$ cat config.mk
export PLATFORM = sky130hd
export DESIGN_NAME = sacq_top
export DESIGN_NICKNAME = d
export VERILOG_FILES = /design/src/sacq_pkg.sv /design/src/sacq_top.sv
export SDC_FILE = /design/constraint.sdc
export NUM_CORES = 1
export LEC_CHECK = 0
export BUFFER_PORTS_ARGS = -buffer_cell sky130_fd_sc_hd__buf_4
export CORE_UTILIZATION = 65
export CTS_CLUSTER_DIAMETER = 80
export CTS_CLUSTER_SIZE = 8
export DETAILED_ROUTE_END_ITERATION = 8
export PLACE_DENSITY_LB_ADDON = 0.08
export SKIP_LAST_GASP = 1
export SYNTH_ARGS = -nofsm -noshare
export SYNTH_HDL_FRONTEND = slang
export SYNTH_SLANG_ARGS = --single-unit
$ cat constraint.sdc
create_clock -name aclk -period 17.9 [get_ports aclk]
set_input_delay 5.37 -clock aclk [delete_from_list [all_inputs] [get_ports aclk]]
set_output_delay 5.37 -clock aclk [all_outputs]
set_load 0.02 [all_outputs]
$ cat src/sacq_pkg.sv
// Shared constants and carrier types for the servo converter acquisition block.
// Assumes a single 10 MHz aclk domain and an AXI4-Lite register master.
package sacq_pkg;
  // Register byte offsets
  localparam logic [7:0] OFS_LF_GAIN = 8'h00;
  localparam logic [7:0] OFS_MUX_CTRL = 8'h04;
  localparam logic [7:0] OFS_RF_GAIN = 8'h08;
  localparam logic [7:0] OFS_RF_TRIM = 8'h0C;
  localparam logic [7:0] OFS_RF_MONFLT = 8'h10;
  localparam logic [7:0] OFS_RF_PWRDN = 8'h14;
  localparam logic [7:0] OFS_RF_BYPASS = 8'h18;
  localparam logic [7:0] OFS_OFFS_CTRL = 8'h1C;
  localparam logic [7:0] OFS_GP_TRIM = 8'h20;
  localparam logic [7:0] OFS_GP_STAT = 8'h24;
  localparam logic [7:0] OFS_GP_VAL0 = 8'h28;
  localparam logic [7:0] OFS_GP_VAL1 = 8'h2C;
  localparam logic [7:0] OFS_LF_FILT0 = 8'h30;
  // Field positions
  localparam int MUX_AUX_BIT = 0;
  localparam int MUX_GP_SEL_BIT = 1;
  localparam int GAIN1_LSB = 4;
  localparam int MONSEL_LSB = 4;
  localparam int BYPASS_BIT = 1;
  localparam int OFFS_MEAS_BIT = 0;
  localparam int OFFS_LASER_BIT = 1;
  localparam int GP_TRIM_EN_BIT = 31;
  // Reset values
  localparam logic [3:0] LF_GAIN_RST = 4'h0;
  localparam logic [7:0] RF_GAIN_RST = 8'h00;
  localparam logic [5:0] RF_TRIM_RST = 6'h00;
  localparam logic [6:0] RF_MONFLT_RST = 7'h00;
  localparam logic [5:0] RF_PWRDN_RST = 6'h3F;
  // Timing: PDM rate 4 MHz sampled at 10 MHz
  localparam int CLK_HZ = 10_000_000;
  localparam int PDM_HZ = 4_000_000;
  localparam int PDM_PER_CYC = CLK_HZ / PDM_HZ;
  localparam int FILT_SH = 4;
  localparam int DEC_LEN = 256;
  localparam int GP_BITS = 10;
  localparam int LF_CH = 6;
  localparam int GP_CH = 2;
  // AXI responses
  localparam logic [1:0] RESP_OKAY = 2'h0;
  localparam logic [1:0] RESP_SLVERR = 2'h2;

  typedef struct packed {
    logic [3:0] gain1;
    logic [3:0] gain2;
  } sacq_rf_gain_t;

  typedef struct packed {
    logic [7:0] gain;
    logic [5:0] trim;
    logic [2:0] monsel;
    logic [3:0] rolloff;
    logic [5:0] pwrdn;
    logic ext_bypass;
  } sacq_rf_ctrl_t;
endpackage

$ cat src/sacq_top.sv
// Servo converter acquisition control: PDM capture, offset removal, filtering,
// decimation of general purpose channels and RF path control registers.
// Assumes PDM bits arrive asynchronously and an AXI4-Lite master on aclk.
`timescale 1ns/1ps
module sacq_top import sacq_pkg::*; (
  input wire logic aclk, // System clock
  input wire logic aresetn, // Sync reset, active low
  input wire logic [31:0] s_axi_awaddr, // Write address
  input wire logic s_axi_awvalid, // Write address valid
  output logic s_axi_awready, // Write address ready
  input wire logic [31:0] s_axi_wdata, // Write data
  input wire logic [3:0] s_axi_wstrb, // Write strobes
  input wire logic s_axi_wvalid, // Write data valid
  output logic s_axi_wready, // Write data ready
  output logic [1:0] s_axi_bresp, // Write response
  output logic s_axi_bvalid, // Write response valid
  input wire logic s_axi_bready, // Write response ready
  input wire logic [31:0] s_axi_araddr, // Read address
  input wire logic s_axi_arvalid, // Read address valid
  output logic s_axi_arready, // Read address ready
  output logic [31:0] s_axi_rdata, // Read data
  output logic [1:0] s_axi_rresp, // Read response
  output logic s_axi_rvalid, // Read data valid
  input wire logic s_axi_rready, // Read data ready
  input wire logic [LF_CH-1:0] lf_pdm_in, // PDM bits from LF converters
  input wire logic [GP_CH-1:0] gp_pdm_in, // PDM bits from GP converters
  input wire logic laser_on, // Laser state, async level
  output logic [LF_CH-1:0] lf_pdm_out, // Offset-corrected PDM streams to servo
  output logic [LF_CH-1:0] lf_pdm_valid, // One pulse per PDM slot, every second cycle (5 MHz)
  output logic signed [15:0] diff_ab, // diode_a minus diode_b
  output logic signed [15:0] diff_cd, // diode_c minus diode_d
  output logic signed [15:0] diff_spot, // side_spot_one minus side_spot_two
  output logic [3:0] lf_converter_gain, // Feedback current select
  output logic lf1_aux_select, // LF1 takes aux_left/right pair
  output logic gp_input_select, // GP inputs 2 and 3 chosen
  output sacq_rf_ctrl_t rf_ctrl, // RF analog path controls
  output logic [GP_CH-1:0] gp_irq // Per-channel new value request
);

  typedef enum logic [2:0] {
    W_IDLE = 3'b001,
    W_RESP = 3'b010,
    W_HOLD = 3'b100
  } sacq_wr_t;

  // Saturating signed 16-bit subtract, used for offsets and differences
  function automatic logic signed [15:0] sub_sat(input logic signed [15:0] a,
                                                  input logic signed [15:0] b);
    logic signed [16:0] s;
    s = 17'(a) - 17'(b);
    if (s > 17'sd32767) sub_sat = 16'sh7FFF;
    else if (s < -17'sd32768) sub_sat = 16'sh8000;
    else sub_sat = s[15:0];
  endfunction

  logic [LF_CH-1:0] lf_s1_q, lf_s2_q;
  logic [GP_CH-1:0] gp_s1_q, gp_s2_q;
  logic las_s1_q, las_s2_q;
  logic [3:0] lf_gain_q;
  logic [1:0] mux_q;
  sacq_rf_gain_t rf_gain_q;
  logic [5:0] rf_trim_q;
  logic [6:0] rf_monflt_q;
  logic [5:0] rf_pwrdn_q;
  logic [1:0] rf_bypass_q;
  logic offs_meas_q;
  logic [31:0] gp_trim_q;
  logic [1:0] slot_q;
  logic slot_tick;
  logic signed [15:0] lf_filt_q [LF_CH];
  logic signed [15:0] lf_offs_q [LF_CH];
  logic signed [15:0] lf_corr [LF_CH];
  logic [LF_CH-1:0] lf_out_q;
  logic signed [15:0] gp_filt_q [GP_CH];
  logic [15:0] gp_acc_q [GP_CH];
  logic [7:0] dec_cnt_q;
  logic [GP_BITS-1:0] gp_val_q [GP_CH];
  logic [GP_CH-1:0] gp_new_q;
  sacq_wr_t wst_q;
  logic aw_hold_q, w_hold_q;
  logic [7:0] awa_q;
  logic [31:0] wd_q;
  logic [3:0] ws_q;
  logic wr_fire;
  logic wr_ok;
  logic [GP_CH-1:0] gp_clr;
  logic [31:0] rd_d;
  logic rd_ok;

  // Two-stage synchronisers for converter bits and laser level
  always_ff @(posedge aclk) begin
    if (!aresetn) begin
      lf_s1_q <= '0;
      lf_s2_q <= '0;
      gp_s1_q <= '0;
      gp_s2_q <= '0;
      las_s1_q <= 1'b0;
      las_s2_q <= 1'b0;
    end else begin
      lf_s1_q <= lf_pdm_in;
      lf_s2_q <= lf_s1_q;
      gp_s1_q <= gp_pdm_in;
      gp_s2_q <= gp_s1_q;
      las_s1_q <= laser_on;
      las_s2_q <= las_s1_q;
    end
  end

  // slot timer; 10/4 MHz rounds to one slot every two cycles
  always_ff @(posedge aclk) begin
    if (!aresetn) slot_q <= '0;
    else if (slot_q == 2'(PDM_PER_CYC - 1)) slot_q <= '0;
    else slot_q <= slot_q + 2'h1;
  end
  assign slot_tick = (slot_q == 2'h0);

  // first-order low-pass per LF stream (bit maps to +/-4096)
  always_ff @(posedge aclk) begin
    if (!aresetn) begin
      for (int i = 0; i < LF_CH; i++) lf_filt_q[i] <= '0;
    end else if (slot_tick) begin
      for (int i = 0; i < LF_CH; i++)
        lf_filt_q[i] <= lf_filt_q[i] +
          ((lf_s2_q[i] ? 16'sh1000 : -16'sh1000) - lf_filt_q[i]) / 16'sd16;
    end
  end

  // stored offsets only follow while measuring with laser off
  always_ff @(posedge aclk) begin
    if (!aresetn) begin
      for (int i = 0; i < LF_CH; i++) lf_offs_q[i] <= '0;
    end else if (offs_meas_q && !las_s2_q && slot_tick) begin
      for (int i = 0; i < LF_CH; i++) lf_offs_q[i] <= lf_filt_q[i];
    end
  end

  // subtract offset when laser is on; re-quantise to a PDM bit
  always_comb begin
    for (int i = 0; i < LF_CH; i++)
      lf_corr[i] = las_s2_q ? sub_sat(lf_filt_q[i], lf_offs_q[i]) : lf_filt_q[i];
  end

  // corrected bit streams, one per LF converter
  always_ff @(posedge aclk) begin
    if (!aresetn) lf_out_q <= '0;
    else if (slot_tick) begin
      for (int i = 0; i < LF_CH; i++) lf_out_q[i] <= !lf_corr[i][15];
    end
  end
  assign lf_pdm_out = lf_out_q;
  assign lf_pdm_valid = {LF_CH{slot_tick}};

  // servo difference signals from filtered, corrected channels
  always_ff @(posedge aclk) begin
    if (!aresetn) begin
      diff_ab <= '0;
      diff_cd <= '0;
      diff_spot <= '0;
    end else begin
      diff_ab <= sub_sat(lf_corr[0], lf_corr[1]);
      diff_cd <= sub_sat(lf_corr[2], lf_corr[3]);
      diff_spot <= sub_sat(lf_corr[4], lf_corr[5]);
    end
  end

  // GP low-pass, and decimating accumulate of the synchronised bits with optional trim
  always_ff @(posedge aclk) begin
    if (!aresetn) begin
      for (int j = 0; j < GP_CH; j++) begin
        gp_filt_q[j] <= '0;
        gp_acc_q[j] <= '0;
        gp_val_q[j] <= '0;
      end
      dec_cnt_q <= '0;
    end else if (slot_tick) begin
      for (int j = 0; j < GP_CH; j++)
        gp_filt_q[j] <= gp_filt_q[j] +
          ((gp_s2_q[j] ? 16'sh1000 : -16'sh1000) - gp_filt_q[j]) / 16'sd16;
      dec_cnt_q <= dec_cnt_q + 8'h01;
      for (int j = 0; j < GP_CH; j++) begin
        if (dec_cnt_q == 8'(DEC_LEN - 1)) begin
          gp_acc_q[j] <= '0;
          gp_val_q[j] <= gp_acc_q[j][15:6];
        end else begin
          gp_acc_q[j] <= gp_acc_q[j] + 16'(gp_s2_q[j]) +
            (gp_trim_q[GP_TRIM_EN_BIT] ? 16'(gp_trim_q[j*8 +: 8]) : 16'h0000);
        end
      end
    end
  end

  // new-value flags; capture wins over a read clear
  always_ff @(posedge aclk) begin
    if (!aresetn) gp_new_q <= '0;
    else begin
      for (int j = 0; j < GP_CH; j++) begin
        if (slot_tick && dec_cnt_q == 8'(DEC_LEN - 1)) gp_new_q[j] <= 1'b1;
        else if (gp_clr[j]) gp_new_q[j] <= 1'b0;
      end
    end
  end
  assign gp_irq = gp_new_q;

  // AXI write channel: address and data taken in either order
  assign s_axi_awready = (wst_q == W_IDLE) && !aw_hold_q;
  assign s_axi_wready = (wst_q == W_IDLE) && !w_hold_q;
  assign wr_fire = (wst_q == W_IDLE) &&
    (aw_hold_q || s_axi_awvalid) && (w_hold_q || s_axi_wvalid);
  always_ff @(posedge aclk) begin
    if (!aresetn) begin
      wst_q <= W_IDLE;
      aw_hold_q <= 1'b0;
      w_hold_q <= 1'b0;
      awa_q <= '0;
      wd_q <= '0;
      ws_q <= '0;
      s_axi_bvalid <= 1'b0;
      s_axi_bresp <= RESP_OKAY;
    end else begin
      unique case (wst_q)
        W_IDLE: begin
          if (s_axi_awvalid && !aw_hold_q) begin
            aw_hold_q <= 1'b1;
            awa_q <= s_axi_awaddr[7:0];
          end
          if (s_axi_wvalid && !w_hold_q) begin
            w_hold_q <= 1'b1;
            wd_q <= s_axi_wdata;
            ws_q <= s_axi_wstrb;
          end
          if (wr_fire) wst_q <= W_HOLD;
        end
        W_HOLD: begin
          aw_hold_q <= 1'b0;
          w_hold_q <= 1'b0;
          s_axi_bvalid <= 1'b1;
          s_axi_bresp <= wr_ok ? RESP_OKAY : RESP_SLVERR;
          wst_q <= W_RESP;
        end
        W_RESP: begin
          if (s_axi_bready) begin
            s_axi_bvalid <= 1'b0;
            wst_q <= W_IDLE;
          end
        end
        default: wst_q <= W_IDLE;
      endcase
    end
  end

  // Decode the held write address
  always_comb begin
    unique case (awa_q)
      OFS_LF_GAIN, OFS_MUX_CTRL, OFS_RF_GAIN, OFS_RF_TRIM, OFS_RF_MONFLT,
      OFS_RF_PWRDN, OFS_RF_BYPASS, OFS_OFFS_CTRL, OFS_GP_TRIM: wr_ok = 1'b1;
      default: wr_ok = 1'b0;
    endcase
  end

  // Control registers; only byte lane 0 matters except the trim word
  always_ff @(posedge aclk) begin
    if (!aresetn) begin
      lf_gain_q <= LF_GAIN_RST;
      mux_q <= '0;
      rf_gain_q <= RF_GAIN_RST;
      rf_trim_q <= RF_TRIM_RST;
      rf_monflt_q <= RF_MONFLT_RST;
      rf_pwrdn_q <= RF_PWRDN_RST;
      rf_bypass_q <= '0;
      offs_meas_q <= 1'b0;
      gp_trim_q <= '0;
    end else if (wst_q == W_HOLD && ws_q[0]) begin
      unique case (awa_q)
        OFS_LF_GAIN: lf_gain_q <= wd_q[3:0];
        OFS_MUX_CTRL: mux_q <= wd_q[1:0];
        OFS_RF_GAIN: rf_gain_q <= wd_q[7:0];
        // sign in bit 5, magnitude in 4:0
        OFS_RF_TRIM: rf_trim_q <= wd_q[5:0];
        // rolloff and monitor in one word
        OFS_RF_MONFLT: rf_monflt_q <= wd_q[6:0];
        OFS_RF_PWRDN: rf_pwrdn_q <= wd_q[5:0];
        OFS_RF_BYPASS: rf_bypass_q <= wd_q[1:0];
        OFS_OFFS_CTRL: offs_meas_q <= wd_q[OFFS_MEAS_BIT];
        OFS_GP_TRIM: gp_trim_q <= {wd_q[31], 15'h0000, wd_q[15:0]};
        default: ;
      endcase
    end
  end

  // Control outputs to the analog side
  assign lf_converter_gain = lf_gain_q;
  assign lf1_aux_select = mux_q[MUX_AUX_BIT];
  // GP inputs 2/3 in place of 0/1
  assign gp_input_select = mux_q[MUX_GP_SEL_BIT];
  assign rf_ctrl.gain = rf_gain_q;
  assign rf_ctrl.trim = rf_trim_q;
  assign rf_ctrl.monsel = rf_monflt_q[MONSEL_LSB +: 3];
  assign rf_ctrl.rolloff = rf_monflt_q[3:0];
  assign rf_ctrl.pwrdn = rf_pwrdn_q;
  // monitor pin becomes RF input; 6-bit converter is analog
  assign rf_ctrl.ext_bypass = rf_bypass_q[BYPASS_BIT];

  // Read mux; status shows flags, offsets and converter state
  always_comb begin
    rd_d = 32'h0000_0000;
    rd_ok = 1'b1;
    gp_clr = '0;
    unique case (s_axi_araddr[7:0])
      OFS_LF_GAIN: rd_d[3:0] = lf_gain_q;
      OFS_MUX_CTRL: rd_d[1:0] = mux_q;
      OFS_RF_GAIN: rd_d[7:0] = rf_gain_q;
      OFS_RF_TRIM: rd_d[5:0] = rf_trim_q;
      OFS_RF_MONFLT: rd_d[6:0] = rf_monflt_q;
      OFS_RF_PWRDN: rd_d[5:0] = rf_pwrdn_q;
      OFS_RF_BYPASS: rd_d[1:0] = rf_bypass_q;
      OFS_OFFS_CTRL: rd_d[1:0] = {las_s2_q, offs_meas_q};
      OFS_GP_TRIM: rd_d = gp_trim_q;
      OFS_GP_STAT: rd_d[1:0] = gp_new_q;
      OFS_GP_VAL0: begin
        rd_d[GP_BITS-1:0] = gp_val_q[0];
        gp_clr[0] = s_axi_arvalid && s_axi_arready;
      end
      OFS_GP_VAL1: begin
        rd_d[GP_BITS-1:0] = gp_val_q[1];
        gp_clr[1] = s_axi_arvalid && s_axi_arready;
      end
      OFS_LF_FILT0: rd_d[15:0] = lf_offs_q[0];
      default: rd_ok = 1'b0;
    endcase
  end

  // AXI read channel: one read at a time, answer one cycle after taking
  assign s_axi_arready = !s_axi_rvalid;
  always_ff @(posedge aclk) begin
    if (!aresetn) begin
      s_axi_rvalid <= 1'b0;
      s_axi_rdata <= '0;
      s_axi_rresp <= RESP_OKAY;
    end else if (s_axi_arvalid && s_axi_arready) begin
      s_axi_rvalid <= 1'b1;
      s_axi_rdata <= rd_d;
      s_axi_rresp <= rd_ok ? RESP_OKAY : RESP_SLVERR;
    end else if (s_axi_rready) begin
      s_axi_rvalid <= 1'b0;
    end
  end
endmodule

---- Word-level counts from Yosys, hierarchy flattened ----
Memory sizes are Yosys's and may differ from the RTL's.
Index checks and enable logic that the tools add are counted.
storage, ports and cells
  output and inout bits ................... 137
  bits in read-only memories .............. 0
  bits in writable memories ............... 244
  bits in latches ......................... 0
  flip-flop bits (word level) ............. 221
  memories kept ........................... 4
operators by class
  shifts and indexed selects .............. 0
  muxes and demuxes ....................... 94
  add/subtract/negate cells ............... 33
  equal/unequal tests ..................... 29
  divide/modulo/power cells ............... 0
  order comparisons ....................... 18
  reduce and logical (&&, ||, !) cells .... 58
  multiply operators ...................... 0
  bitwise logic cells ..................... 25
memory list
  memory     depth  width  read ports  clocked after Yosys merged registers in  write ports  line            RTL
  lf_filt_q  6      16     6           0                                        6            sacq_top.sv:70  logic signed [15:0] lf_filt_q [LF_CH];
  lf_offs_q  6      16     6           0                                        6            sacq_top.sv:71  logic signed [15:0] lf_offs_q [LF_CH];
  gp_acc_q   2      16     2           0                                        2            sacq_top.sv:75  logic [15:0] gp_acc_q [GP_CH];
  gp_val_q   2      10     2           0                                        2            sacq_top.sv:77  logic [GP_BITS-1:0] gp_val_q [GP_CH];
operators by type and width
  operator                                              count
  2-to-1 mux 16 bit                                     44
  > comparator 17 x 16 -> 1 bit, second input constant  9
  < comparator 17 x 16 -> 1 bit, second input constant  9
  subtractor 16 x 16 -> 17 bit                          9
  adder 16 x 1 -> 16 bit                                8
  adder 16 bit                                          6
  subtractor 16 bit                                     6
  == test 8 x 5 -> 1 bit, second input constant         8
  == test 8 x 6 -> 1 bit, second input constant         6
  2-to-1 mux 15 bit                                     3
  adder 16 x 8 -> 16 bit                                2
  == test 8 x 4 -> 1 bit, second input constant         4
  AND reduction 2 bit                                   15
  2-to-1 mux 1 bit                                      28
  one-hot mux 2 bit (13 select lines)                   1
  OR reduction 4 bit                                    6
  2-to-1 mux 10 bit                                     2
  bitwise OR 1 bit                                      18
  one-hot mux 2 bit (9 select lines)                    1
  == test 8 x 3 -> 1 bit, second input constant         2
  logical NOT 8 bit                                     2
  2-to-1 mux 8 bit                                      2
  one-hot mux 2 bit (8 select lines)                    1
  OR reduction 13 bit                                   1
  26 further kinds                                      64

---- Logic depth before layout (Yosys ltp) ----
An unclocked memory read counts as a cell.
  depth in word-level cells ............... 10
  depth in mapped cells ................... 25
  mapped depth without buffers ............ 24

---- Worst setup path before layout ----
No wires, ideal clock.
  path type ............................... input-to-reg
  start ................................... input aresetn
  end ..................................... memory gp_acc_q[0][0], enable pin
  required time ........................... 16.787 ns
  data arrival time ....................... 8.285 ns
  stages .................................. 4
  path slack .............................. 8.502 ns
  buffers on the path ..................... 3
  path through ............................ clkbuf_1 clkbuf_1 clkbuf_1 nand2_1
RTL lines
  what             line            RTL
  start, declared  sacq_top.sv:7   input wire logic aresetn,
  end, declared    sacq_top.sv:75

==> results.tsv <==
stage	metric	value	unit
detailed_routing	Post-DRT Antenna Nets	0	
detailed_routing	highest routed layer	met4	
power	Lkg Pwr	14.49	nW
detailed_routing	DR vias/cell	6.218	
timing	Min Clock Period, post-route	8.052	ns
clocking	H-tree Lvls	2	
detailed_routing	DRC viols	0	
logic_synthesis	Synth top cells by count	nor2_1 (334), a21oi_1 (262), ha_1 (254)	
global_routing	vias in the first global route	25093	
floorplanning	Row Count	79	
floorplanning	effective utilization at floorplan	0.6570	
min_path	Hold WC Path Type	flop to flop	
clocking	# Post-CTS Setup Buffers	0	
detailed_routing	met2 wire len	38.21	mm
clocking	post-cts repair resize count	0	
power	peak supply drop	0.0001685	V
global_routing	first-pass GRT wire length	124.9	mm
global_routing	initial antenna violation count	0	
logic_synthesis	post-synth top area cell	edfxtp_1	
worst_setup_path	Worst EP arrival	8.54	ns
logic_synthesis	top cell type's share of synthesized area	0.2401	
layout	P&R area growth vs syn	11.13	%
floorplanning	Die ar.	0.04783	mm²
timing	RSZ-0062 raised after global routing	false	
outcome	status	finished, final reports clean	
logic_synthesis	Avg Cell Area, Syn	8.951	µm²
clocking	Longest Clk Path Bufs	3	
logic_synthesis	number of synthesized flops with an enable pin	244	
worst_setup_path	Crit Path Class	primary input to flop	
clocking	clock-pin slew on the worst setup and hold paths	0.06	ns
worst_setup_path	CP endpoint kind	flop	
timing	final setup margin	9.848	ns
timing	slew margin rel.	0.2049	
logic_synthesis	FFs w/ async S/R, synth	0	
detailed_routing	DR iter-0 viols	2157	
detailed_routing	WL/cell	18.91	µm
logic_synthesis	ys flop type	edfxtp_1	
timing	Fmax	124.2	MHz
floorplanning	Die Y	218.7	µm
detailed_routing	Vias	26048	
layout	layout cells sized above 1	0.09045	
logic_synthesis	Gate Count Post-Synth	3410	
timing	final hold vios	0	
floorplanning	# IOs	253	
logic_synthesis	Syn. warnings	0	
placement	hpwl dp	56.86	mm
worst_setup_path	CP max FO	96	
logic_synthesis	synthesized flop and latch total	433	
timing	setup TNS	0	ns
clocking	CTS Sinks	433	
floorplanning	core area	0.04646	mm²
clocking	CTS root buf	clkbuf_16	
layout	ANT cells	0	
placement	IO Port Bufs	169	
clocking	clk_lat worst skew	0.65	ns
power	Total Power	6.905	mW
global_routing	gr ovfl total	0	
global_routing	GRT Util Overall	0.3237	
job	Max Cap Viol	0	
logic_synthesis	top post-synthesis cells by area	edfxtp_1 (24%), dfxtp_1 (12%), ha_1 (10%)	
layout	Final nets	3934	
power	PD cells	203.6	mW/mm²
floorplanning	Die W	218.7	µm
timing	worst hold margin	0.4267	ns
detailed_routing	First-pass DRT Iterations	8	
placement	pre-CTS setup slack	9.270	ns
detailed_routing	metal3 WL	4.578	mm
timing	final worst path period share	0.4498	
worst_setup_path	Worst EP required	18.39	ns
timing	Max Transition Viols Final	0	
layout	Fill cells	3463	
detailed_routing	metal1 wirelength	33.25	mm
logic_synthesis	most numerous cell in the Yosys netlist	nor2_1	
timing	Worst Clk Skew	0.02881	ns
timing	Final setup viols	0	
timing	Worst-Margin Slew	1.190	ns
logic_synthesis	Seq/Total Area, Yosys	0.3640	
clocking	CTS Buf Count	60	
clocking	cts hold-fix bufs	0	
worst_setup_path	Startpoint Class	primary input	
detailed_routing	routed wire length	79.23	mm
global_routing	largest net degree at the start of global routing	97	
placement	GP Congestion	0.9527	
logic_synthesis	distinct cell type count of the synthesized netlist	93	
logic_synthesis	Synth Cell Area	0.03052	mm²
clocking	TritonCTS clock tree	done	
## stage by stage
step / cell area [µm²] / instances / util
6_report: 33920 / 4189 / 0.7301
3_5_place_dp: 32190 / 4087 / 0.6929
3_3_place_gp: 32190 / 4087 / 0.6929
2_1_floorplan: 30580 / 3426 / -
4_1_cts: 33920 / 4189 / 0.7301
5_1_grt: 33920 / 4189 / 0.7301
## cell families after synthesis
group           synth area share
compound gates            0.1978
buf+inv                  0.04841
other cells            0.0001229
mux                      0.02271
simple gates              0.1759
flops                     0.3640
xor+xnor                 0.06993
fa+ha+maj                 0.1212
## final cells by class
class | instances | area (µm²) | share of cell area
clock buffer | 98 | 1644 | 0.04847
clock inverter | 4 | 85.08 | 0.002508
inverter | 230 | 864.6 | 0.02549
multi-input combinational | 2627 | 18020 | 0.5314
sequential | 433 | 11110 | 0.3277
tap | 607 | 759.5 | 0.02239
timing repair buffer | 190 | 1426 | 0.04205
## cells in the final DEF, fill, tap and decap left out, drive strengths merged, types with 45 or more instances in the layout
cell type / n
nor2: 334
xnor2: 137
nand3: 50
mux2i: 58
a21oi: 264
xor2: 105
clkbuf: 98
a21o: 70
nor2b: 46
ha: 254
and2: 166
nor3: 84
o21ai: 210
nand2b: 45
inv: 229
nand2: 207
dfxtp: 189
edfxtp: 244
buf: 190
## where the power goes
part | leakage [nW] | total, mW | internal, mW | switching (mW)
sequential | 4.19 | 1.56 | 1.31 | 0.251
combinational | 9.49 | 4.28 | 1.83 | 2.45
clock | 0.818 | 1.06 | 0.620 | 0.438
total | 14.5 | 6.90 | 3.76 | 3.14
## flip-flops by register name, summed over array words and instances (netlist names), 17 cells and up
| register | flops |
|---|---|
| s_axi_rdata | 17 |
| lf_offs_q | 96 |
| lf_filt_q | 96 |
| wd_q | 17 |
| gp_val_q | 20 |
| gp_trim_q | 17 |
| gp_acc_q | 32 |
## metal layers
| metal | vias to the layer above | global-route usage |
|---|---|---|
| met4 | 0 | 0.1491 |
| met5 | - | 0 |
| li1 | 12518 | - |
| met3 | 211 | 0.03702 |
| met1 | 12366 | 0.4014 |
| met2 | 953 | 0.5621 |
## final timing paths
path,start,to,slack [ns],cells past startpoint
worst max register to register,lf_filt_q[4][2],diff_spot[10],10.72,20
worst min register to register,lf_s1_q[0],lf_s2_q[0],0.43,1
worst max-delay path,aresetn,lf_offs_q[0][69],9.85,7
worst min-delay path,lf_s1_q[0],lf_s2_q[0],0.43,1
## critical path, cell delays in order
cell      delay [ns]
buf_4           0.22
clkinv_2        0.67
nor2_1          0.78
buf_4           0.28
and3_2          0.18
buf_4           0.69
and2_1          0.25
Power figures use the tool's default switching activity.
